File: src/vfw_regs.svh
// Register indices, reset values, field positions and counts of the window selector.
// Assumes a 32-bit Wishbone slave where the byte address is four times the index.
`ifndef VFW_REGS_SVH
`define VFW_REGS_SVH

// ----------------------------------------------------------------------------
// Register indices (byte address is index times four)
// ----------------------------------------------------------------------------
`define VFW_IDX_VSTART 10'h120
`define VFW_IDX_VSPAN 10'h121
`define VFW_IDX_VOUT 10'h122
`define VFW_IDX_HSTART 10'h123
`define VFW_IDX_DECIM 10'h130
`define VFW_IDX_STATUS 10'h131

// ----------------------------------------------------------------------------
// Reset values
// ----------------------------------------------------------------------------
`define VFW_RST_VSTART 12'h00C
`define VFW_RST_VSPAN 12'h000
`define VFW_RST_VOUT 12'h000
`define VFW_RST_HSTART 12'h000
`define VFW_RST_DECIM 12'h000

// ----------------------------------------------------------------------------
// Field positions
// ----------------------------------------------------------------------------
`define VFW_LINE_MSB 8
`define VFW_DECIM_EN_BIT 9
`define VFW_FMODE_MSB 11
`define VFW_FMODE_LSB 10
`define VFW_HPOS_MSB 10
`define VFW_ST_ODD_BIT 9
`define VFW_ST_LIVE_BIT 10
`define VFW_ST_KEEP_BIT 11

// ----------------------------------------------------------------------------
// Counts
// ----------------------------------------------------------------------------
// Length of the decimation interval in frames, 3000.
`define VFW_DECIM_INTERVAL 12'hBB8
`define VFW_LINE_MAX 9'h1FF
`define VFW_PIX_MAX 11'h7FF

`endif

File: src/vfw_pkg.sv
// Types shared by the window selector modules.
// Assumes nothing of its surroundings.
package vfw_pkg;

  // --------------------------------------------------------------------------
  // Field enable codes
  // --------------------------------------------------------------------------
  typedef enum logic [1:0] {
    VFW_BOTH = 2'b00,
    VFW_EVEN_ONLY = 2'b01,
    VFW_ODD_ONLY = 2'b10,
    VFW_OFF = 2'b11
  } vfw_field_mode_type;

endpackage

File: src/vfw_frame_decim.sv
// Frame decimator: keeps a programmed number of frames in every interval.
// Assumes one frame_tick_i pulse at the start of each frame.
`timescale 1ns/1ps
`include "vfw_regs.svh"

module vfw_frame_decim (
  input wire logic clk_i,
  input wire logic rst_i,
  input wire logic frame_tick_i,
  input wire logic enable_i,
  input wire logic [11:0] frames_i,
  output logic keep_o
);

  logic [11:0] acc_r;
  logic [11:0] frames_lim;
  logic [12:0] sum;
  logic hit;

  // ----------------------------------------------------------------------------
  // Accumulator
  // ----------------------------------------------------------------------------
  // A counts above the interval would overflow the accumulator, so they keep every frame.
  assign frames_lim = (frames_i > `VFW_DECIM_INTERVAL) ? `VFW_DECIM_INTERVAL : frames_i;
  assign sum = {1'b0, acc_r} + {1'b0, frames_lim};
  assign hit = (sum >= {1'b0, `VFW_DECIM_INTERVAL});

  // Spreading the kept frames evenly gives exactly frames_lim kept per interval.
  always_ff @(posedge clk_i) begin
    if (rst_i) begin
      acc_r <= 12'h000;
      keep_o <= 1'b1;
    end else if (frame_tick_i) begin
      if (!enable_i) begin
        acc_r <= 12'h000;
        keep_o <= 1'b1;
      end else if (hit) begin
        acc_r <= 12'(sum - {1'b0, `VFW_DECIM_INTERVAL});
        keep_o <= 1'b1;
      end else begin
        acc_r <= sum[11:0];
        keep_o <= 1'b0;
      end
    end
  end

endmodule

File: src/vfw_line_drop.sv
// Vertical compression by line dropping: keeps out_span_i of every in_span_i lines.
// Assumes field_start_i before the first window line of a field.
`timescale 1ns/1ps
`include "vfw_regs.svh"

module vfw_line_drop (
  input wire logic clk_i,
  input wire logic rst_i,
  input wire logic field_start_i,
  input wire logic line_tick_i,
  input wire logic [8:0] in_span_i,
  input wire logic [8:0] out_span_i,
  output logic keep_o
);

  logic [8:0] acc_r;
  logic [9:0] sum;
  logic pass_all;
  logic hit;

  // ----------------------------------------------------------------------------
  // Drop decision
  // ----------------------------------------------------------------------------
  // No interpolation exists, so an output count at or above the input count keeps all.
  assign pass_all = (out_span_i >= in_span_i);
  assign sum = {1'b0, acc_r} + {1'b0, out_span_i};
  assign hit = (sum >= {1'b0, in_span_i});

  always_ff @(posedge clk_i) begin
    if (rst_i) begin
      acc_r <= 9'h000;
      keep_o <= 1'b0;
    end else if (field_start_i) begin
      acc_r <= 9'h000;
      keep_o <= 1'b0;
    end else if (line_tick_i) begin
      if (pass_all) begin
        keep_o <= 1'b1;
      end else if (hit) begin
        acc_r <= 9'(sum - {1'b0, in_span_i});
        keep_o <= 1'b1;
      end else begin
        acc_r <= sum[8:0];
        keep_o <= 1'b0;
      end
    end
  end

endmodule

File: src/vfw_window_selector.sv
// Window selector for the first capture window: vertical window, field enable,
// line dropping, left cropping and frame decimation, programmed over Wishbone.
// Assumes line, field and pixel timing from decoder logic on the same clock.
//
// Operation
// Bits 8:0 of the vertical start word give the window's first line.
// On 625-line standards software never programs a start below line seven.
// On 525-line standards software never programs a start below line ten.
// Start line is limited by the detected standard's line count, not a constant.
// Software writes zeros into the three unused upper bits of both line words.
// Bits 8:0 of the input span word give the window height in lines.
// A window running past the field end is cut at the last field line.
// Bit 9 of the input span word switches frame decimation on or off.
// With decimation on, only the programmed frames per 3000 are output.
// Field code: 11 off, 10 odd only, 01 even only, 00 both fields.
// Software keeps the output line count at or below the input line count.
// Fewer output than input lines drops lines evenly to reach the output count.
// Bits 10:0 of the horizontal start word give the window's first scaled pixel.
// A nonzero horizontal start crops that many pixels from each line's left.
// Pixel positions are counted in an 11-bit count of scaled active pixels.
// Software keeps horizontal start plus length within the scaled active line.
// Lines count from vertical sync; parity comes from the odd/even input.
`timescale 1ns/1ps
`include "vfw_regs.svh"

module vfw_window_selector (
  input wire logic clk_i,
  input wire logic rst_i,
  input wire logic wb_cyc_i,
  input wire logic wb_stb_i,
  input wire logic wb_we_i,
  input wire logic [11:0] wb_adr_i,
  input wire logic [3:0] wb_sel_i,
  input wire logic [31:0] wb_dat_i,
  output logic [31:0] wb_dat_o,
  output logic wb_ack_o,
  input wire logic vsync_i,
  input wire logic hsync_i,
  input wire logic field_odd_i,
  input wire logic [8:0] lines_per_field_i,
  input wire logic pix_valid_i,
  input wire logic [15:0] pix_data_i,
  output logic win_valid_o,
  output logic [15:0] win_data_o,
  output logic win_line_o,
  output logic win_field_odd_o
);

  // ----------------------------------------------------------------------------
  // Helpers
  // ----------------------------------------------------------------------------
  // Merges the two low byte lanes of a write into a 12-bit register.
  function automatic logic [11:0] lane_merge(input logic [11:0] old_v,
                                             input logic [31:0] dat,
                                             input logic [3:0] sel);
    logic [11:0] v;
    v = old_v;
    if (sel[0]) begin
      v[7:0] = dat[7:0];
    end
    if (sel[1]) begin
      v[11:8] = dat[11:8];
    end
    return v;
  endfunction

  // Smaller of two 9-bit values.
  function automatic logic [8:0] min9(input logic [8:0] a, input logic [8:0] b);
    return (a < b) ? a : b;
  endfunction

  // ----------------------------------------------------------------------------
  // Register file
  // ----------------------------------------------------------------------------
  logic [11:0] vstart_r;
  logic [11:0] vspan_r;
  logic [11:0] vout_r;
  logic [11:0] hstart_r;
  logic [11:0] decim_r;
  logic [11:0] status;
  logic ack_nxt;
  logic [9:0] idx;
  logic wr_en;
  logic sel_vstart;
  logic sel_vspan;
  logic sel_vout;
  logic sel_hstart;
  logic sel_decim;
  logic sel_status;
  logic [31:0] rd_nxt;

  // Every index, mapped or not, is acknowledged, so a stray access never stalls the bus.
  assign idx = wb_adr_i[11:2];
  // Ack is registered and then drops for a cycle, so each access spans two clock edges.
  assign ack_nxt = wb_cyc_i & wb_stb_i & ~wb_ack_o;
  assign wr_en = ack_nxt & wb_we_i;
  assign sel_vstart = (idx == `VFW_IDX_VSTART);
  assign sel_vspan = (idx == `VFW_IDX_VSPAN);
  assign sel_vout = (idx == `VFW_IDX_VOUT);
  assign sel_hstart = (idx == `VFW_IDX_HSTART);
  assign sel_decim = (idx == `VFW_IDX_DECIM);
  assign sel_status = (idx == `VFW_IDX_STATUS);
  // The window words are write-only; only the decimation count and status read back.
  assign rd_nxt = sel_decim ? {20'h00000, decim_r} :
                  sel_status ? {20'h00000, status} : 32'h00000000;

  always_ff @(posedge clk_i) begin
    if (rst_i) begin
      wb_ack_o <= 1'b0;
      wb_dat_o <= 32'h00000000;
    end else begin
      wb_ack_o <= ack_nxt;
      wb_dat_o <= ack_nxt ? rd_nxt : 32'h00000000;
    end
  end

  always_ff @(posedge clk_i) begin
    if (rst_i) begin
      vstart_r <= `VFW_RST_VSTART;
      vspan_r <= `VFW_RST_VSPAN;
      vout_r <= `VFW_RST_VOUT;
      hstart_r <= `VFW_RST_HSTART;
      decim_r <= `VFW_RST_DECIM;
    end else if (wr_en) begin
      if (sel_vstart) begin
        vstart_r <= lane_merge(vstart_r, wb_dat_i, wb_sel_i);
      end else if (sel_vspan) begin
        vspan_r <= lane_merge(vspan_r, wb_dat_i, wb_sel_i);
      end else if (sel_vout) begin
        vout_r <= lane_merge(vout_r, wb_dat_i, wb_sel_i);
      end else if (sel_hstart) begin
        hstart_r <= lane_merge(hstart_r, wb_dat_i, wb_sel_i);
      end else if (sel_decim) begin
        decim_r <= lane_merge(decim_r, wb_dat_i, wb_sel_i);
      end
    end
  end

  // ----------------------------------------------------------------------------
  // Field shadow
  // ----------------------------------------------------------------------------
  // Parameters are taken at vertical sync so a write never splits a field's window.
  logic [8:0] start_s_r;
  logic [8:0] span_s_r;
  logic [8:0] out_s_r;
  logic [10:0] hstart_s_r;
  vfw_pkg::vfw_field_mode_type fmode_s_r;
  logic field_odd_r;

  always_ff @(posedge clk_i) begin
    if (rst_i) begin
      start_s_r <= 9'(`VFW_RST_VSTART);
      span_s_r <= 9'h000;
      out_s_r <= 9'h000;
      hstart_s_r <= 11'h000;
      fmode_s_r <= vfw_pkg::VFW_BOTH;
      field_odd_r <= 1'b0;
    end else if (vsync_i) begin
      start_s_r <= vstart_r[`VFW_LINE_MSB:0];
      span_s_r <= vspan_r[`VFW_LINE_MSB:0];
      out_s_r <= vout_r[`VFW_LINE_MSB:0];
      hstart_s_r <= hstart_r[`VFW_HPOS_MSB:0];
      fmode_s_r <= vfw_pkg::vfw_field_mode_type'(vspan_r[`VFW_FMODE_MSB:`VFW_FMODE_LSB]);
      field_odd_r <= field_odd_i;
    end
  end

  // ----------------------------------------------------------------------------
  // Line counting and vertical window
  // ----------------------------------------------------------------------------
  logic [8:0] line_cnt_r;
  logic line_new_r;
  logic [8:0] start_lim;
  logic [8:0] room;
  logic [8:0] span_eff;
  logic [8:0] line_off;
  logic in_window;
  logic field_ok;
  logic frame_keep;

  // The count saturates, so an overlong field can never wrap back into the window.
  always_ff @(posedge clk_i) begin
    if (rst_i) begin
      line_cnt_r <= 9'h000;
      line_new_r <= 1'b0;
    end else begin
      line_new_r <= hsync_i & ~vsync_i;
      if (vsync_i) begin
        line_cnt_r <= 9'h000;
      end else if (hsync_i && line_cnt_r != `VFW_LINE_MAX) begin
        line_cnt_r <= line_cnt_r + 9'h001;
      end
    end
  end

  // The start is limited by the detected standard, then the span is cut to fit.
  assign start_lim = min9(start_s_r, lines_per_field_i);
  assign room = lines_per_field_i - start_lim;
  assign span_eff = min9(span_s_r, room);
  assign line_off = line_cnt_r - start_lim;
  assign in_window = (line_cnt_r >= start_lim) && (line_off < span_eff);

  // Parity comes from the latch at vsync, so a late parity change waits for the next field.
  always_comb begin
    case (fmode_s_r)
      vfw_pkg::VFW_OFF: field_ok = 1'b0;
      vfw_pkg::VFW_ODD_ONLY: field_ok = field_odd_r;
      vfw_pkg::VFW_EVEN_ONLY: field_ok = ~field_odd_r;
      default: field_ok = 1'b1;
    endcase
  end

  // ----------------------------------------------------------------------------
  // Frame decimation and line dropping
  // ----------------------------------------------------------------------------
  logic frame_tick;
  logic line_tick;
  logic line_tick_d_r;
  logic line_keep;

  // A frame begins with its odd field.
  assign frame_tick = vsync_i & field_odd_i;
  assign line_tick = line_new_r & in_window & field_ok & frame_keep;

  // The enable is read live, not shadowed, so the frame tick at vsync sees the latest write.
  vfw_frame_decim u_decim (
    .clk_i(clk_i),
    .rst_i(rst_i),
    .frame_tick_i(frame_tick),
    .enable_i(vspan_r[`VFW_DECIM_EN_BIT]),
    .frames_i(decim_r),
    .keep_o(frame_keep)
  );

  vfw_line_drop u_drop (
    .clk_i(clk_i),
    .rst_i(rst_i),
    .field_start_i(vsync_i),
    .line_tick_i(line_tick),
    .in_span_i(span_eff),
    .out_span_i(out_s_r),
    .keep_o(line_keep)
  );

  // ----------------------------------------------------------------------------
  // Horizontal cropping and output
  // ----------------------------------------------------------------------------
  logic [10:0] pix_cnt_r;
  logic line_live_r;
  logic past_crop;
  logic pix_keep;

  always_ff @(posedge clk_i) begin
    if (rst_i) begin
      line_tick_d_r <= 1'b0;
      line_live_r <= 1'b0;
    end else begin
      line_tick_d_r <= line_tick;
      if (hsync_i || vsync_i) begin
        line_live_r <= 1'b0;
      end else if (line_tick_d_r) begin
        line_live_r <= line_keep;
      end
    end
  end

  // Pixels count from the line start; the count saturates on overlong lines.
  always_ff @(posedge clk_i) begin
    if (rst_i) begin
      pix_cnt_r <= 11'h000;
    end else if (hsync_i) begin
      pix_cnt_r <= 11'h000;
    end else if (pix_valid_i && pix_cnt_r != `VFW_PIX_MAX) begin
      pix_cnt_r <= pix_cnt_r + 11'h001;
    end
  end

  // With no length register the window runs from the crop point to the line end.
  assign past_crop = (pix_cnt_r >= hstart_s_r);
  // A pixel that comes with a sync pulse belongs to no window line and never passes.
  assign pix_keep = pix_valid_i & line_live_r & past_crop & ~(hsync_i | vsync_i);

  always_ff @(posedge clk_i) begin
    if (rst_i) begin
      win_valid_o <= 1'b0;
      win_data_o <= 16'h0000;
      win_line_o <= 1'b0;
      win_field_odd_o <= 1'b0;
    end else begin
      win_valid_o <= pix_keep;
      win_data_o <= pix_data_i;
      win_line_o <= line_live_r;
      win_field_odd_o <= field_odd_r;
    end
  end

  // ----------------------------------------------------------------------------
  // Status word
  // ----------------------------------------------------------------------------
  // Status shows where the selector stands in the field, which eases bring-up.
  assign status = {frame_keep, line_live_r, field_odd_r, line_cnt_r};

endmodule

File: config.mk
export PLATFORM = sky130hd
export DESIGN_NAME = vfw_window_selector
export DESIGN_NICKNAME = d
export VERILOG_FILES = /design/src/vfw_pkg.sv /design/src/vfw_frame_decim.sv /design/src/vfw_line_drop.sv /design/src/vfw_window_selector.sv
export VERILOG_INCLUDE_DIRS = /design/src
export SDC_FILE = /design/constraint.sdc
export NUM_CORES = 1
export LEC_CHECK = 0
export BUFFER_PORTS_ARGS = -buffer_cell sky130_fd_sc_hd__buf_2
export CORE_MARGIN = 4
export CORE_UTILIZATION = 53
export CTS_CLUSTER_SIZE = 40
export DETAILED_ROUTE_END_ITERATION = 10
export PLACE_DENSITY = 0.77
export SYNTH_ARGS = -nofsm -noshare
export SYNTH_HDL_FRONTEND = slang
export SYNTH_HIERARCHICAL = 1
export SYNTH_SLANG_ARGS = --single-unit
File: constraint.sdc
create_clock -name clk_i -period 8.4 [get_ports clk_i]
set_input_delay 1.68 -clock clk_i [delete_from_list [all_inputs] [get_ports clk_i]]
set_output_delay 1.68 -clock clk_i [all_outputs]
set_load 0.005 [all_outputs]
# Word level (Yosys, flattened, before mapping)
# Index checks and enable logic that the tools add are counted.
# word_totals
mem_bits_ro	0
out_inout_bits	52
latch_bits	0
word_cells	115
regBits	192
mem_count	0
in_bits	82
ram_bits	0
# op_classes
eq_ne	11
n_div	0
n_mux	13
reduce_logical	20
addsub	8
shifts	0
magnitude_cmp	9
n_mul	0
bitwise_logic	22
# op_table
op	count
== test 10 x 9 -> 1 bit (second input constant)	6
two-way mux 12 bit	5
less-than comparator 9 bit	3
two-way mux 9 bit	3
subtractor 9 bit	3
greater-or-equal comparator 9 bit	2
AND reduction 7 bit	2
adder 12 x 12 -> 13 bit	1
greater-or-equal comparator 13 x 12 -> 1 bit (second input constant)	1
> comparator 12 bit (second input constant)	1
AND reduction 6 bit	2
subtractor 12 bit (second input constant)	1
adder 11 x 1 -> 11 bit (second input constant)	1
bitwise AND 1 bit	11
greater-or-equal comparator 11 bit	1
inequality test 11 bit (second input constant)	1
adder 9 x 9 -> 10 bit	1
greater-or-equal comparator 10 x 9 -> 1 bit	1
inverter 1 bit	10
AND reduction 5 bit	2
adder 9 x 1 -> 9 bit (second input constant)	1
inequality test 9 bit (second input constant)	1
AND reduction 4 bit	2
OR reduction 2 bit	4
10 further kinds	17

# Longest topological paths before layout
# logic_depth
word_depth	11
mapped_depth	43
ltp_nobuf	38

# Hierarchy
# Netlist, hierarchy kept.
# by_module_without_submodules
mod	instances	seq_area_each_um2	cells_per_inst	area_per_inst_um2
vfw_window_selector	1	2982.9	843	7547.2
vfw_frame_decim	1	260.2	196	1580.3
vfw_line_drop	1	200.2	174	1427.6

# Worst setup path after synthesis
# OpenSTA, ideal clock, no wires.
# synth_timing
path_kind	input port to flip-flop
from	input port lines_per_field_i[4]
to	register u_drop.acc_r[2]
setup_ps	133
slack_ps	-233
arrival_time_ps	8500
required_time_ps	8267
path_buffers	4
path_stages	41
cell_sequence	inv_1 -> ha_1 -> a211oi_2 -> o21ai_1 -> a21oi_1 -> clkbuf_1 -> nand2_1 -> o21ai_0 -> ha_1 -> inv_1 -> ha_1 -> o31ai_1 -> a31oi_1 -> xnor2_1 -> o21ai_0 -> inv_1 -> ha_1 -> nand2_1 -> (+5 left out) -> o31a_1 -> buf_6 -> mux2i_1 -> ha_1 -> a21o_1 -> a21o_1 -> a21oi_1 -> nor2b_1 -> o21ai_0 -> nand2b_1 -> a21oi_1 -> o21ai_0 -> a211oi_1 -> nor2b_1 -> o21a_1 -> clkbuf_1 -> buf_2 -> o221ai_1
# synth_via
elab_chain_len	11
word_cells_on_any_way	18
cone_classes	add/sub: 3; order compare: 6; mux: 3; bitwise: 4; reduce/logical: 2
# synth_rtl
element	line_no	rtl
start: declaration	vfw_window_selector.sv:40	input wire logic [8:0] lines_per_field_i,
less-than comparator 9 bit	vfw_window_selector.sv:69	return (a < b) ? a : b;
two-way mux 9 bit	vfw_window_selector.sv:69	
subtractor 9 bit	vfw_window_selector.sv:198	assign room = lines_per_field_i - start_lim;
less-than comparator 9 bit	vfw_window_selector.sv:69	
two-way mux 9 bit	vfw_window_selector.sv:69	
less-than comparator 9 bit	vfw_window_selector.sv:201	assign in_window = (line_cnt_r >= start_lim) && (line_off < span_eff);
logical AND 1 bit *	vfw_window_selector.sv:201	
bitwise AND 1 bit * (3 in series)	vfw_window_selector.sv:223	assign line_tick = line_new_r & in_window & field_ok & frame_keep;
net line_tick	vfw_window_selector.sv:217	logic line_tick;
AND reduction 2 bit (no line) *	--	
end signal: assignment	vfw_line_drop.sv:40	acc_r <= 9'(sum - {1'b0, in_span_i});
end signal: assignment	vfw_line_drop.sv:43	acc_r <= sum[8:0];
end: declaration	vfw_line_drop.sv:16	logic [8:0] acc_r;
# Mark *: on every way through the listed nets, which the timed path passes. The rest lies on a longest branch.
# A chain may end at the register's enable or synchronous reset.

# Worst setup path after layout
# layout_timing
from	input port lines_per_field_i[4]
to	register u_drop.acc_r[4]
# Same word-level chain as after synthesis.

==> results.json <==
{
  "clockBufferDepth": 2,
  "finalPower_w": 0.00176,
  "finalWirelength_um": 26800,
  "cts_buffers": 17,
  "first_global_vias": 8744,
  "n_antenna_cell": 0,
  "min_path_type": "reg2reg",
  "yosys_warnings": 6,
  "clock-sinks": 172,
  "dp_cells": 1551,
  "insertion_delay_ps": 430,
  "synth_edf_count": 0,
  "multi_input_area_mm2": 0.00666,
  "stdcell_count": 1588,
  "drc": 0,
  "period_minus_slack_ps": 8020,
  "synth.distinct_cells": 85,
  "tightestPinTransition_ps": 952,
  "track_usage_pct": 23.6,
  "detail_route.wl_per_cell_um": 16.8,
  "syn_area_per_cell_um2": 8.70,
  "fillCellCount": 1617,
  "ys.flop_type": "dfxtp_1",
  "drv_cap": 0,
  "ir_worst_vdd_uv": 141,
  "fmax_mhz": 125,
  "grt-ovfl-total": 0,
  "finalHoldWorstSlack_ps": 455,
  "cts_tree": "built",
  "hold_viol": 0,
  "synthCells": 1213,
  "viasPerCell": 5.73,
  "core_mm2": 0.0195,
  "antenna_found_initial": 0,
  "ys_ff_latch": 172,
  "worstSetupEndpointType": "register",
  "cp_max_fo": 10,
  "setup_violations": 0,
  "setup_ws_ps": 381,
  "async_flop_share_pct": 0,
  "io_buffers": 89,
  "dieArea_mm2": 0.0222,
  "synthToLayoutAreaGrowth_pct": 13.8,
  "ff2ff_setup_slack_ps": 1340,
  "final_common_cell": "nor2_1",
  "grt_max_degree": 89,
  "crit_top_cell": "a21oi_1",
  "vias": 9094,
  "cp.required_ps": 8750,
  "slowest_stage": "maj3_1",
  "leakagePower_nw": 5.59,
  "most-common-layout-cells": "179 x nor2_1, 172 x dfxtp_1, 119 x mux2i_1",
  "setup_tns_ps": 0,
  "cts_root_buf": "clkbuf_16",
  "fin_crit_sh_pct": 95.5,
  "io_pins": 134,
  "slew_violations": 0,
  "finalClockSkew_ps": 11.3,
  "grt_pass1_wl_um": 42700,
  "hpwl_um": 19900,
  "cts.htree.levels": 4,
  "dp_slack_ps": -135,
  "seq_area_frac_synth_pct": 32.6,
  "start_util_pct": 54.1,
  "die_y_um": 149,
  "p_per_area_mw_per_mm2": 147,
  "drtPass1Iterations": 5,
  "critPathArrivalTime_ps": 8370,
  "fin_nets": 1483,
  "first_iter_violations": 844,
  "start_kind": "primary input",
  "drive_gt1_share_pct": 15.7,
  "gp_congestion": 0.882,
  "clkSlewWorstSetupHoldPaths_ps": 70,
  "regArea_mm2": 0.00344,
  "status": "finished, final reports clean",
  "fp.dieW_um": 149,
  "max_stage_delay_ps": 380,
  "syn_area_mm2": 0.0106,
  "antenna_left": 0,
  "rows": 51,
  "relSlewSlack_pct": 36.3,
  "path_class": "in2reg"
}
## worst max-delay path, delay by kind of cell
kind	cells	cell delay (ps)
muxes	1	310
buffers and inverters	5	510
and+or+nand+nor	4	410
adders and majority gates	5	1520
xor gates and xnor gates	1	240
AOI/OAI and AO/OA	22	3700
## metrics by stage
stage / area, µm² / utilization, %
global route: 12000 / 61.5
finish: 12000 / 61.5
detailed placement: 11300 / 57.7
global placement: 11300 / 57.7
floorplan: 10600 / -
CTS: 11900 / 60.9
## cells by family (layout without fill, tap and decap cells)
logic type	after synthesis	count (layout)	share of synthesized area, %
xor gates and xnor gates	43	43	3.64
adders and majority gates	94	94	11.3
AOI/OAI and AO/OA	244	244	16.7
muxes	125	125	12.0
DFF	172	172	32.6
other	1	20	0.0355
buffers and inverters	125	216	5.61
and+or+nand+nor	409	409	18.1
## per-layer routing
layer  share of wire (%)  up-vias  track usage (%)  routed length (µm)
li1                    -     4470                -                   -
met2                  49      240             40.2               13100
met5                   0        -                0                   0
met3                 4.6       54             3.07                1220
met4                 2.8        0             9.11                 760
met1                  44     4330             30.6               11700
## layout make-up
class                      instances  share of cell area, %
clock inverter                    15                   1.64
multi-input combinational        935                   55.4
clock buffer                      17                   3.54
inverter                          64                   2.00
tap                              265                   2.76
timing repair buffer             120                   5.95
sequential                       172                   28.7
## worst paths after layout
kind / endpoint / cells past startpoint / start
worst max-delay path: u_drop/acc_r[4] / 38 / lines_per_field_i[4]
worst min-delay path: wb_ack_o / 1 / wb_ack_o
worst max register to register: u_drop/acc_r[4] / 36 / start_s_r[4]
worst min register to register: wb_ack_o / 1 / wb_ack_o
## timing repair
item	4_1_cts	5_1_grt
buffers inserted	0	4
setup endpoints to repair	0	10
endpoints found under the hold margin	0	0
hold buffers	0	0
gates resized for setup	0	21
## report_power, final
group          switching [W]  internal [W]
clock               0.000378      0.000432
combinational      0.0000746     0.0000516
sequential        0.00000277      0.000820
## cells in the mapped netlist, drive strengths merged (3+ instances only)
| master | number | area share, % |
|---|---|---|
| nor2 | 179 | 6.4 |
| dfxtp | 172 | 33 |
| mux2i | 120 | 11 |
| ha | 88 | 10 |
| nand2 | 73 | 2.6 |
| inv | 64 | 2.3 |
| a21oi | 60 | 3.1 |
| o21ai | 47 | 2.3 |
| buf | 37 | 2.5 |
| nand3 | 32 | 1.5 |
| nor2b | 29 | 1.7 |
| xnor2 | 25 | 2.1 |
| clkbuf | 24 | 0.85 |
| o21a | 20 | 1.5 |
| nand2b | 19 | 1.1 |
| xor2 | 18 | 1.5 |
| nand4 | 17 | 1.0 |
| o211ai | 17 | 1.4 |
| a21o | 15 | 1.1 |
| nor3 | 15 | 0.71 |
| a211oi | 14 | 1.3 |
| and2 | 9 | 0.56 |
| o2111ai | 8 | 0.66 |
| or3 | 8 | 0.47 |
| a31oi | 7 | 0.41 |
| a2111oi | 6 | 0.56 |
| and3 | 5 | 0.30 |
| mux2 | 5 | 0.60 |
| o21bai | 5 | 0.36 |
| a211o | 4 | 0.34 |
| a21boi | 4 | 0.28 |
| a221oi | 4 | 0.62 |
| nor4 | 4 | 0.24 |
| o31ai | 4 | 0.33 |
| or2 | 4 | 0.24 |
| a311o | 3 | 0.28 |
| a32oi | 3 | 0.25 |
| a41oi | 3 | 0.32 |
| and4b | 3 | 0.30 |
| fa | 3 | 0.57 |
| maj3 | 3 | 0.30 |
| nor3b | 3 | 0.21 |
| o211a | 3 | 0.28 |
| o31a | 3 | 0.25 |
## flip-flops by register name (all words and copies together) (netlist names), 2 cells and up
name           flops
vspan_r           12
hstart_s_r        11
vstart_r           9
span_s_r           9
u_drop/acc_r       9
line_cnt_r         9
pix_cnt_r         11
out_s_r            9
fmode_s_r          2
win_data_o        16
decim_r           12
wb_dat_o          12
vout_r             9
hstart_r          11
u_decim/acc_r     12
start_s_r          9
Note: power is estimated with default switching activity, not from simulation.
